**config.mk**
```make
export PLATFORM = sky130hd
export DESIGN_NAME = lcdri_core
export DESIGN_NICKNAME = d
export VERILOG_FILES = /design/src/lcdri_pkg.sv /design/src/lcdri_core.sv
export VERILOG_INCLUDE_DIRS = /design/src /design/src/src
export SDC_FILE = /design/constraint.sdc
export NUM_CORES = 1
export LEC_CHECK = 0
export BUFFER_PORTS_ARGS = -buffer_cell sky130_fd_sc_hd__buf_2
export CAP_MARGIN = 25
export CORE_UTILIZATION = 30
export DETAILED_ROUTE_END_ITERATION = 7
export MAX_ROUTING_LAYER = met4
export PLACE_DENSITY_LB_ADDON = 0.12
export SLEW_MARGIN = 20
export SYNTH_ARGS = -nofsm -noshare
export SYNTH_HDL_FRONTEND = slang
export SYNTH_SLANG_ARGS = --single-unit
export TNS_END_PERCENT = 100
```
**constraint.sdc**
```tcl
create_clock -name pclk -period 9.4 [get_ports pclk]
set_input_delay 1.41 -clock pclk [delete_from_list [all_inputs] [get_ports pclk]]
set_output_delay 1.41 -clock pclk [all_outputs]
set_load 0.01 [all_outputs]
```
**src/lcdri_cfg.svh**
```systemverilog
`ifndef LCDRI_CFG_SVH
`define LCDRI_CFG_SVH

// ----------------------------------------------------------------
// Register offsets
// ----------------------------------------------------------------
`define LCDRI_OFS_CFG     12'h000
`define LCDRI_OFS_STATUS  12'h004
`define LCDRI_OFS_CTL_LO  12'h008
`define LCDRI_OFS_CTL_HI  12'h00C

// ----------------------------------------------------------------
// Config register fields
// ----------------------------------------------------------------
`define LCDRI_CFG_BUS68   0
`define LCDRI_CFG_SERIAL  1
`define LCDRI_CFG_NLON    2
`define LCDRI_CFG_TEST    3
`define LCDRI_CFG_NLREG   7:4

// ----------------------------------------------------------------
// Status byte fields
// ----------------------------------------------------------------
`define LCDRI_STS_BUSY    7
`define LCDRI_STS_ADC     6
`define LCDRI_STS_ONOFF   5
`define LCDRI_STS_RESET   4

// ----------------------------------------------------------------
// Host pin vector layout and idle level
// ----------------------------------------------------------------
`define LCDRI_PINW        14
`define LCDRI_P_SDI       8
`define LCDRI_P_SCLK      9
`define LCDRI_P_WRRW      10
`define LCDRI_P_RDE       11
`define LCDRI_P_CD        12
`define LCDRI_P_CSN       13
`define LCDRI_PIN_IDLE    14'h2C00

// ----------------------------------------------------------------
// Reset values and command codes
// ----------------------------------------------------------------
`define LCDRI_CONTRAST_RST 6'h20
`define LCDRI_COL_MAX      8'hFF
`define LCDRI_C_DISP       8'hAE
`define LCDRI_C_START      8'h40
`define LCDRI_C_PAGE       8'hB0
`define LCDRI_C_COLHI      8'h10
`define LCDRI_C_COLLO      8'h00
`define LCDRI_C_ADC        8'hA0
`define LCDRI_C_REV        8'hA6
`define LCDRI_C_ALLON      8'hA4
`define LCDRI_C_BIAS       8'hA2
`define LCDRI_C_RMW        8'hE0
`define LCDRI_C_END        8'hEE
`define LCDRI_C_RESET      8'hE2
`define LCDRI_C_COM        8'hC0
`define LCDRI_C_POWER      8'h28
`define LCDRI_C_RATIO      8'h20
`define LCDRI_C_CONTRAST   8'h81
`define LCDRI_C_IND        8'hAC
`define LCDRI_C_OSC        8'hAB

// ----------------------------------------------------------------
// Timing
// ----------------------------------------------------------------
`define LCDRI_CLK_NS      25
`define LCDRI_SRST_NS     100
`define LCDRI_SRST_CYC    ((`LCDRI_SRST_NS + `LCDRI_CLK_NS - 1) / `LCDRI_CLK_NS)

`endif

```
**src/lcdri_pkg.sv**
```systemverilog
`include "lcdri_cfg.svh"

package lcdri_pkg;

    typedef enum logic [1:0] {
        LCDRI_M_IDLE     = 2'h0,
        LCDRI_M_CONTRAST = 2'h1,
        LCDRI_M_INDIC    = 2'h3
    } lcdri_mode_t;

    typedef struct packed {
        logic       display_on;
        logic       reverse;
        logic       adc_rev;
        logic       all_on;
        logic       bias_7;
        logic [2:0] power;
        logic       osc_on;
        logic       ind_on;
        logic [1:0] ind_reg;
        logic       rmw;
        logic [5:0] start_line;
        logic [7:0] col;
        logic [3:0] page;
        logic       com_rev;
        logic [2:0] ratio;
        logic [5:0] contrast;
        logic       contrast_mode;
        logic       nline_on;
        logic [3:0] nline_reg;
        logic       test_mode;
    } lcdri_ctl_t;

    typedef struct packed {
        logic [`LCDRI_PINW-1:0] s1;
        logic [`LCDRI_PINW-1:0] s2;
        logic [`LCDRI_PINW-1:0] s3;
        logic [`LCDRI_PINW-1:0] filt;
        logic [`LCDRI_PINW-1:0] filt_d;
        lcdri_ctl_t             ctl;
        lcdri_mode_t            mode;
        logic [7:0]             rmw_col;
        logic [2:0]             srst_cnt;
        logic [7:0]             sh;
        logic [2:0]             bitcnt;
        logic [7:0]             db_out;
        logic                   disp_wr;
        logic                   disp_rd;
        logic [7:0]             wdata;
        logic                   bus68;
        logic                   serial;
        logic [31:0]            prdata;
        logic                   pslverr;
    } lcdri_st_t;

endpackage

```
**src/lcdri_core.sv**
```systemverilog
`timescale 1ns/1ps
`include "lcdri_cfg.svh"

// Function
// - Hardware init: display off, normal polarity
// - Hardware init: segment order normal
// - Hardware init: power control cleared
// - Hardware init: serial shift state cleared
// - Hardware init: 1/9 bias, n-line off, no powersave
// - Hardware init: all-lit off, oscillator stopped
// - Init: static indicator off, register zero
// - Init: read-modify-write off, test mode off
// - Init: start line at first line
// - Init: column and page pointers zero
// - Init: common scan normal, ratio zero
// - Init: contrast mode ended, contrast mid
// - Init: n-line reversal register zero
// - Soft reset applies only the subset
// - Discharge drive nodes while init low
// - Classify cycles from select and strobes
// - Commands run on internal clock only
// - Command AF on, AE off
// - Display off drives outputs to VDD
// - Status reset flag during soft reset countdown only
module lcdri_core
    import lcdri_pkg::*;
(
    // Clock and reset
    input  wire logic        pclk,
    input  wire logic        presetn,
    // APB slave
    input  wire logic [11:0] paddr,
    input  wire logic        psel,
    input  wire logic        penable,
    input  wire logic        pwrite,
    input  wire logic [31:0] pwdata,
    output logic      [31:0] prdata,
    output logic             pready,
    output logic             pslverr,
    // Host bus pins
    input  wire logic        init_in_n,
    input  wire logic        cs_n,
    input  wire logic        cmd_data_select,
    input  wire logic        rd_e,
    input  wire logic        wr_rw,
    input  wire logic [7:0]  db_in,
    output logic      [7:0]  db_out,
    output logic             db_oe,
    input  wire logic        sclk,
    input  wire logic        sdi,
    // Display side
    input  wire logic [7:0]  ram_rdata,
    output logic             disp_wr,
    output logic             disp_rd,
    output logic      [7:0]  disp_wdata,
    output lcdri_ctl_t       ctl,
    output logic             drivers_to_vdd,
    output logic             discharge_en,
    output logic             resetting
);

    // ----------------------------------------------------------------
    // State and decode signals
    // ----------------------------------------------------------------
    lcdri_st_t              r;
    lcdri_st_t              n;
    logic                   arst_n;
    logic [`LCDRI_PINW-1:0] pin_vec;
    logic [`LCDRI_PINW-1:0] pin_flt;
    logic                   busy;
    logic                   rd_now;
    logic                   rd_was;
    logic                   par_wr;
    logic                   ser_edge;
    logic                   ser_done;
    logic                   byte_v;
    logic [7:0]             byte_d;
    logic                   is_data;
    logic                   srst_ev;
    logic [7:0]             status;
    logic                   apb_setup;
    logic                   apb_acc;

    // Whole state held while init pin is low
    assign arst_n  = presetn & init_in_n;
    assign pin_vec = {cs_n, cmd_data_select, rd_e, wr_rw, sclk, sdi, db_in};

    // ----------------------------------------------------------------
    // Pin filter: change taken when stages two and three agree
    // ----------------------------------------------------------------
    genvar gi;
    generate
        for (gi = 0; gi < `LCDRI_PINW; gi++) begin : g_flt
            assign pin_flt[gi] = (r.s2[gi] == r.s3[gi]) ? r.s3[gi] : r.filt[gi];
        end
    endgenerate

    // ----------------------------------------------------------------
    // Host cycle classification
    // ----------------------------------------------------------------
    function automatic logic rd_active(input logic [`LCDRI_PINW-1:0] p, input logic m68, input logic ser);
        logic act;
        act = 1'b0;
        if (!ser && !p[`LCDRI_P_CSN]) begin
            if (m68) begin
                act = p[`LCDRI_P_RDE] & p[`LCDRI_P_WRRW];
            end else begin
                act = ~p[`LCDRI_P_RDE];
            end
        end
        return act;
    endfunction

    assign rd_now = rd_active(r.filt, r.bus68, r.serial);
    assign rd_was = rd_active(r.filt_d, r.bus68, r.serial);

    // Write ends on the trailing strobe edge
    assign par_wr = !r.serial && !r.filt_d[`LCDRI_P_CSN] &&
                    (r.bus68 ? (r.filt_d[`LCDRI_P_RDE] && !r.filt[`LCDRI_P_RDE] && !r.filt_d[`LCDRI_P_WRRW])
                             : (!r.filt_d[`LCDRI_P_WRRW] && r.filt[`LCDRI_P_WRRW]));

    assign ser_edge = r.serial && !r.filt[`LCDRI_P_CSN] &&
                      !r.filt_d[`LCDRI_P_SCLK] && r.filt[`LCDRI_P_SCLK];
    assign ser_done = ser_edge && (r.bitcnt == 3'h7);

    assign byte_v  = r.serial ? ser_done : par_wr;
    assign byte_d  = r.serial ? {r.sh[6:0], r.filt[`LCDRI_P_SDI]} : r.filt_d[7:0];
    assign is_data = r.filt_d[`LCDRI_P_CD];
    assign busy    = (r.srst_cnt != 3'h0);
    assign srst_ev = byte_v && !busy && !is_data && (r.mode == LCDRI_M_IDLE) && (byte_d == `LCDRI_C_RESET);

    always_comb begin
        status                   = 8'h00;
        status[`LCDRI_STS_BUSY]  = busy;
        status[`LCDRI_STS_ADC]   = ~r.ctl.adc_rev;
        status[`LCDRI_STS_ONOFF] = ~r.ctl.display_on;
        status[`LCDRI_STS_RESET] = busy;
    end

    assign apb_setup = psel && !penable;
    assign apb_acc   = psel && penable;

    // ----------------------------------------------------------------
    // Next state
    // ----------------------------------------------------------------
    always_comb begin
        n         = r;
        n.s1      = pin_vec;
        n.s2      = r.s1;
        n.s3      = r.s2;
        n.filt    = pin_flt;
        n.filt_d  = r.filt;
        n.disp_wr = 1'b0;
        n.disp_rd = 1'b0;

        // Serial bit count cleared whenever chip select drops away or serial mode is off; shift register kept
        if (r.filt[`LCDRI_P_CSN] || !r.serial) begin
            n.bitcnt = 3'h0;
        end else if (ser_edge) begin
            n.sh     = {r.sh[6:0], r.filt[`LCDRI_P_SDI]};
            n.bitcnt = r.bitcnt + 3'h1;
        end

        if (busy) begin
            n.srst_cnt = r.srst_cnt - 3'h1;
        end

        // Command and data writes, run on pclk
        if (byte_v && !busy) begin
            if (is_data) begin
                n.disp_wr = 1'b1;
                n.wdata   = byte_d;
                if (r.ctl.col != `LCDRI_COL_MAX) begin
                    n.ctl.col = r.ctl.col + 8'h01;
                end
            end else if (r.mode == LCDRI_M_CONTRAST) begin
                n.ctl.contrast = byte_d[5:0];
                n.mode         = LCDRI_M_IDLE;
            end else if (r.mode == LCDRI_M_INDIC) begin
                n.ctl.ind_reg = byte_d[1:0];
                n.mode        = LCDRI_M_IDLE;
            end else if ({byte_d[7:1], 1'b0} == `LCDRI_C_DISP) begin
                n.ctl.display_on = byte_d[0];
            end else if ({byte_d[7:6], 6'h00} == `LCDRI_C_START) begin
                n.ctl.start_line = byte_d[5:0];
            end else if ({byte_d[7:4], 4'h0} == `LCDRI_C_PAGE) begin
                n.ctl.page = byte_d[3:0];
            end else if ({byte_d[7:4], 4'h0} == `LCDRI_C_COLHI) begin
                n.ctl.col[7:4] = byte_d[3:0];
            end else if ({byte_d[7:4], 4'h0} == `LCDRI_C_COLLO) begin
                n.ctl.col[3:0] = byte_d[3:0];
            end else if ({byte_d[7:1], 1'b0} == `LCDRI_C_ADC) begin
                n.ctl.adc_rev = byte_d[0];
            end else if ({byte_d[7:1], 1'b0} == `LCDRI_C_REV) begin
                n.ctl.reverse = byte_d[0];
            end else if ({byte_d[7:1], 1'b0} == `LCDRI_C_ALLON) begin
                n.ctl.all_on = byte_d[0];
            end else if ({byte_d[7:1], 1'b0} == `LCDRI_C_BIAS) begin
                n.ctl.bias_7 = byte_d[0];
            end else if (byte_d == `LCDRI_C_OSC) begin
                n.ctl.osc_on = 1'b1;
            end else if ({byte_d[7:1], 1'b0} == `LCDRI_C_IND) begin
                n.ctl.ind_on = byte_d[0];
                n.mode       = LCDRI_M_INDIC;
            end else if (byte_d == `LCDRI_C_CONTRAST) begin
                n.mode = LCDRI_M_CONTRAST;
            end else if (byte_d == `LCDRI_C_RMW) begin
                n.ctl.rmw = 1'b1;
                n.rmw_col = r.ctl.col;
            end else if (byte_d == `LCDRI_C_END) begin
                n.ctl.rmw = 1'b0;
                n.ctl.col = r.rmw_col;
            end else if ({byte_d[7:4], 4'h0} == `LCDRI_C_COM) begin
                n.ctl.com_rev = byte_d[3];
            end else if ({byte_d[7:3], 3'h0} == `LCDRI_C_POWER) begin
                n.ctl.power = byte_d[2:0];
            end else if ({byte_d[7:3], 3'h0} == `LCDRI_C_RATIO) begin
                n.ctl.ratio = byte_d[2:0];
            end else if (srst_ev) begin
                // Subset only; display, power, bias, oscillator kept
                n.ctl.ind_on     = 1'b0;
                n.ctl.ind_reg    = 2'h0;
                n.ctl.rmw        = 1'b0;
                n.ctl.start_line = 6'h00;
                n.ctl.col        = 8'h00;
                n.ctl.page       = 4'h0;
                n.ctl.com_rev    = 1'b0;
                n.ctl.ratio      = 3'h0;
                n.ctl.contrast   = `LCDRI_CONTRAST_RST;
                n.mode           = LCDRI_M_IDLE;
                n.ctl.nline_reg  = 4'h0;
                n.ctl.test_mode  = 1'b0;
                n.srst_cnt       = 3'(`LCDRI_SRST_CYC);
            end
        end

        // Reads: status or display data captured at strobe start
        if (rd_now && !rd_was) begin
            if (r.filt[`LCDRI_P_CD]) begin
                n.db_out  = ram_rdata;
                n.disp_rd = 1'b1;
            end else begin
                n.db_out = status;
            end
        end
        if (!rd_now && rd_was && r.filt_d[`LCDRI_P_CD] && !busy && !r.ctl.rmw &&
            (r.ctl.col != `LCDRI_COL_MAX)) begin
            n.ctl.col = r.ctl.col + 8'h01;
        end

        n.ctl.contrast_mode = (n.mode == LCDRI_M_CONTRAST);

        // APB: read data and error taken in setup, write at access
        if (apb_setup) begin
            n.prdata  = 32'h0000_0000;
            n.pslverr = 1'b0;
            case (paddr)
                `LCDRI_OFS_CFG: begin
                    n.prdata[`LCDRI_CFG_BUS68]  = r.bus68;
                    n.prdata[`LCDRI_CFG_SERIAL] = r.serial;
                    n.prdata[`LCDRI_CFG_NLON]   = r.ctl.nline_on;
                    n.prdata[`LCDRI_CFG_TEST]   = r.ctl.test_mode;
                    n.prdata[`LCDRI_CFG_NLREG]  = r.ctl.nline_reg;
                end
                `LCDRI_OFS_STATUS: begin
                    n.prdata[7:0] = status;
                end
                `LCDRI_OFS_CTL_LO: begin
                    n.prdata = r.ctl[31:0];
                end
                `LCDRI_OFS_CTL_HI: begin
                    n.prdata[15:0] = r.ctl[47:32];
                end
                default: begin
                    n.pslverr = 1'b1;
                end
            endcase
        end
        if (apb_acc && pwrite && (paddr == `LCDRI_OFS_CFG)) begin
            n.bus68         = pwdata[`LCDRI_CFG_BUS68];
            n.serial        = pwdata[`LCDRI_CFG_SERIAL];
            n.ctl.nline_on  = pwdata[`LCDRI_CFG_NLON];
            n.ctl.test_mode = pwdata[`LCDRI_CFG_TEST];
            n.ctl.nline_reg = pwdata[`LCDRI_CFG_NLREG];
        end
    end

    // ----------------------------------------------------------------
    // State register
    // ----------------------------------------------------------------
    always_ff @(posedge pclk or negedge arst_n) begin
        if (!arst_n) begin
            r              <= '0;
            r.s1           <= `LCDRI_PIN_IDLE;
            r.s2           <= `LCDRI_PIN_IDLE;
            r.s3           <= `LCDRI_PIN_IDLE;
            r.filt         <= `LCDRI_PIN_IDLE;
            r.filt_d       <= `LCDRI_PIN_IDLE;
            r.ctl.contrast <= `LCDRI_CONTRAST_RST;
            r.mode         <= LCDRI_M_IDLE;
        end else begin
            r <= n;
        end
    end

    // ----------------------------------------------------------------
    // Outputs
    // ----------------------------------------------------------------
    assign prdata         = r.prdata;
    assign pslverr        = r.pslverr;
    assign pready         = apb_acc;
    assign db_out         = r.db_out;
    assign db_oe          = rd_now;
    assign disp_wr        = r.disp_wr;
    assign disp_rd        = r.disp_rd;
    assign disp_wdata     = r.wdata;
    assign ctl            = r.ctl;
    assign drivers_to_vdd = ~r.ctl.display_on;
    assign discharge_en   = ~init_in_n;
    assign resetting      = ~init_in_n | busy;

    // ----------------------------------------------------------------
    // Assertions
    // ----------------------------------------------------------------
    logic fresh_r;
    always_ff @(posedge pclk or negedge arst_n) begin
        if (!arst_n) begin
            fresh_r <= 1'b1;
        end else begin
            fresh_r <= 1'b0;
        end
    end
endmodule

```
==> After elaboration in Yosys (flattened, before gate mapping) <==
Index checks and enable logic that the tools add are counted.
{ "totals": {"ff_bits": 194, "inputBits": 72, "output_inout_bits": 104, "word_cells": 456} }
{ "op_classes": {"add_sub_neg": 3, "eq_ne": 178, "mux": 129, "bitwise": 25, "n_reduce_logical": 69} }
{ "ops": {"columns": ["operator", "count"], "rows": [
  ["18-bit two-way mux", 21],
  ["26-bit two-way mux", 7],
  ["8-bit != test (second input constant)", 21],
  ["21-bit AND reduction", 7],
  ["32-bit two-way mux", 4],
  ["22-bit two-way mux", 5],
  ["7-bit != test (second input constant)", 15],
  ["20-bit AND reduction", 4],
  ["38-bit two-way mux", 2],
  ["5-bit != test (second input constant)", 15],
  ["4-bit by 3-bit != test with 1-bit output (second input constant)", 18],
  ["31-bit two-way mux", 2],
  ["3-bit two-way mux", 20],
  ["8-bit two-way mux", 7],
  ["4-bit != test (second input constant)", 14],
  ["9-bit != test (second input constant)", 5],
  ["11-bit two-way mux", 4],
  ["7-bit == test (second input constant)", 6],
  ["14-bit two-way mux", 3],
  ["7-bit two-way mux", 6],
  ["7-bit by 2-bit != test with 1-bit output (second input constant)", 6],
  ["8-bit == test (second input constant)", 5],
  ["2-bit by 1-bit != test with 1-bit output (second input constant)", 20],
  ["37-bit two-way mux", 1],
  ["other kinds (55)", 186]
]} }

==> Longest topological paths before layout <==
{ "depth": {"word_depth": 46, "mapped_depth": 10, "ltp_nobuf": 8} }

==> Worst setup path after synthesis <==
OpenSTA, ideal clock, no wires.
{ "synth_timing": {"kind": "input to output", "startpoint": "input port penable", "endpoint": "output port pready", "arrival_ps": 1583, "required_ps": 7990, "slack_ps": 6407, "path_stages": 1, "n_path_buf": 0, "cell_sequence": "and2_1"} }
{ "synth_between": {"elab_chain_cells": 1} }
{ "synth_rtl": {"columns": ["item", "line", "rtl"], "rows": [
  ["from (decl)", "lcdri_core.sv:34", "input wire logic penable,"],
  ["1-bit logical AND", "lcdri_core.sv:141", "assign apb_acc = psel && penable;"],
  ["to (decl)", "lcdri_core.sv:38", "output logic pready,"]
]} }
No other way between the ends.

==> Worst setup path in the final report <==
{ "layout_timing": {"startpoint": "register r[33] (netlist name)", "endpoint": "register r[70] (netlist name)"} }
{ "layout_between": {"elab_chain_cells": 7, "word_cells_on_any_way": 36, "classes_between": "eq/ne (12); mux (2); bitwise (12); reduce/logical (10)"} }
{ "layout_rtl": {"columns": ["item", "line", "rtl"], "rows": [
  ["from (decl)", "lcdri_core.sv:65", "lcdri_st_t r;"],
  ["from (signal assigned)", "lcdri_core.sv:302", "r <= n;"],
  ["1-bit logical AND (3 in series)", "lcdri_core.sv:122", "assign ser_edge = r.serial && !r.filt[`LCDRI_P_CSN] &&"],
  ["1-bit logical AND", "lcdri_core.sv:124", "assign ser_done = ser_edge && (r.bitcnt == 3'h7);"],
  ["1-bit two-way mux", "lcdri_core.sv:126", "assign byte_v = r.serial ? ser_done : par_wr;"],
  ["1-bit logical AND", "lcdri_core.sv:169", "if (byte_v && !busy) begin"],
  ["17-bit AND reduction (no source line) (*)", null, null]
]} }
Mark *: on every way between the ends. The rest lies on a longest branch, timed or not.
A chain may end at the register's enable or synchronous reset.

==> run_summary.xml <==
<?xml version="1.0" encoding="UTF-8"?>
<metrics>
  <group name="final_layout">
    <metric name="fraction_of_final_layout_cells_with_drive_strength_greater_than_1" unit="%">33.3</metric>
    <metric name="layout.core_utilization" unit="%">33.7</metric>
    <metric name="num_antenna_cells" unit="">0</metric>
    <metric name="num-fill-cells" unit="">3078</metric>
    <metric name="stdcell_area" unit="um^2">10300</metric>
    <metric name="most_common_cell_after_layout_fill_and_taps_aside" unit="">sky130_fd_sc_hd__dfrtp_1</metric>
    <metric name="flow.area_growth_from_synthesis" unit="%">10.8</metric>
    <metric name="layout.nets" unit="">964</metric>
    <metric name="mostFrequentLayoutCells" unit="">177 x sky130_fd_sc_hd__dfrtp_1, 152 x sky130_fd_sc_hd__buf_2, 72 x sky130_fd_sc_hd__nand2_1, 60 x sky130_fd_sc_hd__nor2_1, 43 x sky130_fd_sc_hd__mux2_2</metric>
  </group>
  <group name="setup_path">
    <metric name="worst-endpoint-required" unit="ns">9.73</metric>
    <metric name="start_kind" unit="">flop</metric>
    <metric name="end_kind" unit="">flop</metric>
    <metric name="worstPathArrival" unit="ns">3.66</metric>
    <metric name="top_fanout_value_on_the_critical_path" unit="">56</metric>
    <metric name="critPathKind" unit="">reg2reg</metric>
  </group>
  <group name="clock_network">
    <metric name="tritoncts_clock_tree" unit="">built</metric>
    <metric name="postCtsHoldBufs" unit="">0</metric>
    <metric name="ctsLongestPathBuffers" unit="">2</metric>
    <metric name="clk_latency" unit="ns">0.44</metric>
    <metric name="count_of_clock_tree_sinks" unit="">193</metric>
    <metric name="clock_pin_slew_worst_setup_and_hold_paths" unit="ns">0.08</metric>
    <metric name="cts_made_buffers" unit="">17</metric>
    <metric name="cts.repair_timing.setup_buffer_count" unit="">0</metric>
    <metric name="h-tree-depth" unit="">4</metric>
    <metric name="cts.root.buffer_cell" unit="">sky130_fd_sc_hd__clkbuf_16</metric>
    <metric name="post_cts_resize_count" unit="">0</metric>
  </group>
  <group name="logic_synthesis">
    <metric name="synth_area" unit="um^2">9290</metric>
    <metric name="net_count_of_the_mapped_netlist" unit="">909</metric>
    <metric name="syn_avg_cell_area" unit="um^2">11.2</metric>
    <metric name="asyncSetResetFlopFracSynth" unit="%">100</metric>
    <metric name="synth_seq_cells" unit="">193</metric>
    <metric name="synth_edf_count" unit="">0</metric>
    <metric name="netlist_instances" unit="">832</metric>
    <metric name="synth-warning-count" unit="">0</metric>
    <metric name="seq_area_frac_synth" unit="%">52.2</metric>
    <metric name="synth_cell_type_count" unit="">90</metric>
    <metric name="ys.flop_type" unit="">sky130_fd_sc_hd__dfrtp_1</metric>
  </group>
  <group name="detailed_routing">
    <metric name="vias" unit="">6162</metric>
    <metric name="detail_route.drc_violations" unit="">0</metric>
    <metric name="finalWirelength" unit="um">23700</metric>
    <metric name="avgViaCountPerCell" unit="">4.75</metric>
    <metric name="drtAntennaViolNets" unit="">0</metric>
    <metric name="detail_route.first_pass.iterations" unit="">5</metric>
    <metric name="drt_iter0_markers" unit="">408</metric>
    <metric name="drt-wirelength-per-cell" unit="um">18.3</metric>
  </group>
  <group name="sta">
    <metric name="timing.final.crit_period" unit="ns">3.33</metric>
    <metric name="maxSlewViolCount" unit="">0</metric>
    <metric name="hold_violations" unit="">0</metric>
    <metric name="slew_headroom" unit="%">32.5</metric>
    <metric name="whs" unit="ns">0.340</metric>
    <metric name="fin_crit_share" unit="%">35.4</metric>
    <metric name="clock_skew" unit="ns">0.0146</metric>
    <metric name="worstMarginPinSlew" unit="ns">0.984</metric>
    <metric name="setup_repair_after_global_routing_missed_its_margin" unit="">false</metric>
    <metric name="report.final.setup_viol" unit="">0</metric>
    <metric name="max_clock_freq" unit="MHz">300</metric>
    <metric name="fin_tns_setup" unit="ns">0</metric>
  </group>
  <group name="floorplan">
    <metric name="design.die.area" unit="um^2">31700</metric>
    <metric name="die-width" unit="um">178</metric>
    <metric name="fp-row-count" unit="">64</metric>
    <metric name="floorplan.core_area" unit="um^2">30500</metric>
    <metric name="top_level_ports" unit="">176</metric>
    <metric name="die_h" unit="um">178</metric>
    <metric name="floorplan.initialDensity" unit="%">30.5</metric>
  </group>
  <group name="placed_design">
    <metric name="gp_congestion" unit="">0.851</metric>
    <metric name="numPortBuffers" unit="">151</metric>
    <metric name="placement.cell_area" unit="um^2">9710</metric>
    <metric name="place.detailed.hpwl" unit="um">16900</metric>
  </group>
  <group name="global_route">
    <metric name="globalRoute.totalOverflow" unit="">0</metric>
    <metric name="grt_start_max_net_pins" unit="">59</metric>
    <metric name="grt_pass1_wl" unit="um">36700</metric>
    <metric name="antenna_found_initial" unit="">0</metric>
    <metric name="grt_pass1_vias" unit="">5974</metric>
    <metric name="grtUsageTotal" unit="%">15.9</metric>
  </group>
  <group name="power">
    <metric name="power_density" unit="nW/um^2">192</metric>
    <metric name="max-vdd-ir-drop" unit="V">0.000122</metric>
    <metric name="leakage" unit="nW">4.80</metric>
    <metric name="total_power" unit="mW">1.98</metric>
  </group>
  <group name="job">
    <metric name="timing.max_cap.violations" unit="">0</metric>
  </group>
  <group name="worst_hold_path">
    <metric name="min_path_type" unit="">reg2reg</metric>
  </group>
  <group name="outcome">
    <metric name="result_of_the_run" unit="">finished, final reports clean</metric>
  </group>
</metrics>
## state kept, by name (all words and copies together), names as in the netlist
| name | cells |
|---|---|
| pslverr | 1 |
| disp_rd | 1 |
| prdata | 32 |
| disp_wdata | 8 |
| r | 51 |
| disp_wr | 1 |
| is_data | 1 |
| n | 42 |
| ctl | 48 |
| db_out | 8 |
## worst max-delay path, stage by stage, from the launching register on
cell                      delay (ns)
sky130_fd_sc_hd__dfrtp_1        0.36
sky130_fd_sc_hd__buf_4          0.47
sky130_fd_sc_hd__mux2_2         0.42
sky130_fd_sc_hd__o21ai_1        0.33
sky130_fd_sc_hd__nand4_1        0.23
sky130_fd_sc_hd__nor4b_4        0.40
sky130_fd_sc_hd__and3b_1        0.62
sky130_fd_sc_hd__mux2_4         0.36
## synth_stat cells (3+ instances only)
| library cell | number | area [um^2] |
|---|---|---|
| sky130_fd_sc_hd__o2bb2ai_1 | 5 | 43.8 |
| sky130_fd_sc_hd__nand4_1 | 8 | 50.1 |
| sky130_fd_sc_hd__dfstp_2 | 16 | 420 |
| sky130_fd_sc_hd__mux2i_1 | 15 | 150 |
| sky130_fd_sc_hd__nand2_1 | 72 | 270 |
| sky130_fd_sc_hd__mux2_2 | 43 | 484 |
| sky130_fd_sc_hd__a21oi_1 | 31 | 155 |
| sky130_fd_sc_hd__nand3_1 | 19 | 95.1 |
| sky130_fd_sc_hd__and3_1 | 3 | 18.8 |
| sky130_fd_sc_hd__a22o_1 | 5 | 43.8 |
| sky130_fd_sc_hd__buf_4 | 99 | 743 |
| sky130_fd_sc_hd__xnor2_1 | 3 | 26.3 |
| sky130_fd_sc_hd__mux2_4 | 9 | 135 |
| sky130_fd_sc_hd__nor2_1 | 60 | 225 |
| sky130_fd_sc_hd__inv_1 | 11 | 41.3 |
| sky130_fd_sc_hd__o22ai_1 | 7 | 43.8 |
| sky130_fd_sc_hd__or3_1 | 3 | 18.8 |
| sky130_fd_sc_hd__nor3_1 | 13 | 65.1 |
| sky130_fd_sc_hd__clkbuf_1 | 20 | 75.1 |
| sky130_fd_sc_hd__nor3b_2 | 3 | 37.5 |
| sky130_fd_sc_hd__a211o_1 | 6 | 52.6 |
| sky130_fd_sc_hd__clkbuf_8 | 3 | 41.3 |
| sky130_fd_sc_hd__o21a_1 | 3 | 22.5 |
| sky130_fd_sc_hd__a22oi_1 | 16 | 120 |
| sky130_fd_sc_hd__o21ai_0 | 42 | 210 |
| sky130_fd_sc_hd__nand3b_1 | 8 | 60.1 |
| sky130_fd_sc_hd__o31ai_1 | 7 | 52.6 |
| sky130_fd_sc_hd__nor4_1 | 5 | 31.3 |
| sky130_fd_sc_hd__maj3_1 | 14 | 140 |
| sky130_fd_sc_hd__nor3b_1 | 3 | 22.5 |
| sky130_fd_sc_hd__and2_1 | 7 | 43.8 |
| sky130_fd_sc_hd__a31oi_1 | 9 | 56.3 |
| sky130_fd_sc_hd__dfrtp_1 | 177 | 4430 |
| sky130_fd_sc_hd__ha_1 | 5 | 62.6 |
| sky130_fd_sc_hd__buf_6 | 3 | 33.8 |
| sky130_fd_sc_hd__nand2b_1 | 10 | 62.6 |
## kinds of logic (layout without fill, tap and decap cells)
kind of cell | Yosys count | in the layout | synth area share [%]
AOI/OAI and AO/OA | 162 | 162 | 11.9
muxes | 69 | 69 | 8.76
and+or+nand+nor | 242 | 242 | 13.6
adders and majority gates | 19 | 19 | 2.18
xor gates and xnor gates | 4 | 4 | 0.377
DFF | 193 | 193 | 52.2
buffers and inverters | 143 | 211 | 11.1
## routing by layer
layer,GRT usage (%),vias up,wire (um),share of wire (%)
met5,-,-,0,0
met4,5.02,0,306,1.3
met3,3.39,16,1270,5.4
met2,23.5,148,10800,46
met1,21.7,3019,11300,48
li1,-,2979,-,-
## metrics by stage
| step | instances | worst slack, ns |
|---|---|---|
| 2_1_floorplan | 832 | 1.81 |
| 3_3_place_gp | 1262 | 5.99 |
| 3_5_place_dp | 1264 | 6.01 |
| 4_1_cts | 1296 | 6.07 |
| 5_1_grt | 1296 | 5.85 |
| 6_report | 1296 | 6.07 |
## final timing paths
path                            startpoint  endpoint  slack (ns)  depth (start not counted)
worst min-delay path                n[179]    n[165]        0.34                          0
worst min register to register      n[179]    n[165]        0.34                          0
max in group asynchronous        init_in_n    n[155]        6.64                          4
min in group asynchronous          presetn    ctl[0]        1.07                          2
worst max register to register       r[33]     r[70]        6.07                          7
worst max-delay path                 r[33]     r[70]        6.07                          7
## power breakdown
part / internal (mW) / total [mW] / switching [mW]
clock network: 0.395 / 0.718 / 0.323
registers: 0.906 / 0.976 / 0.0692
logic: 0.121 / 0.288 / 0.167
total: 1.42 / 1.98 / 0.559
## area by class of cell
class / count / area [um^2] / area share (%)
repair buffers: 168 / 893 / 8.68
inverters: 11 / 41.3 / 0.401
clock buffers: 22 / 518 / 5.03
well taps: 396 / 495 / 4.81
clock inverters: 10 / 70.1 / 0.681
flip-flops and latches: 193 / 4850 / 47.1
multi-input cells: 496 / 3430 / 33.3
No activity file was read; power rests on OpenSTA's default activity.
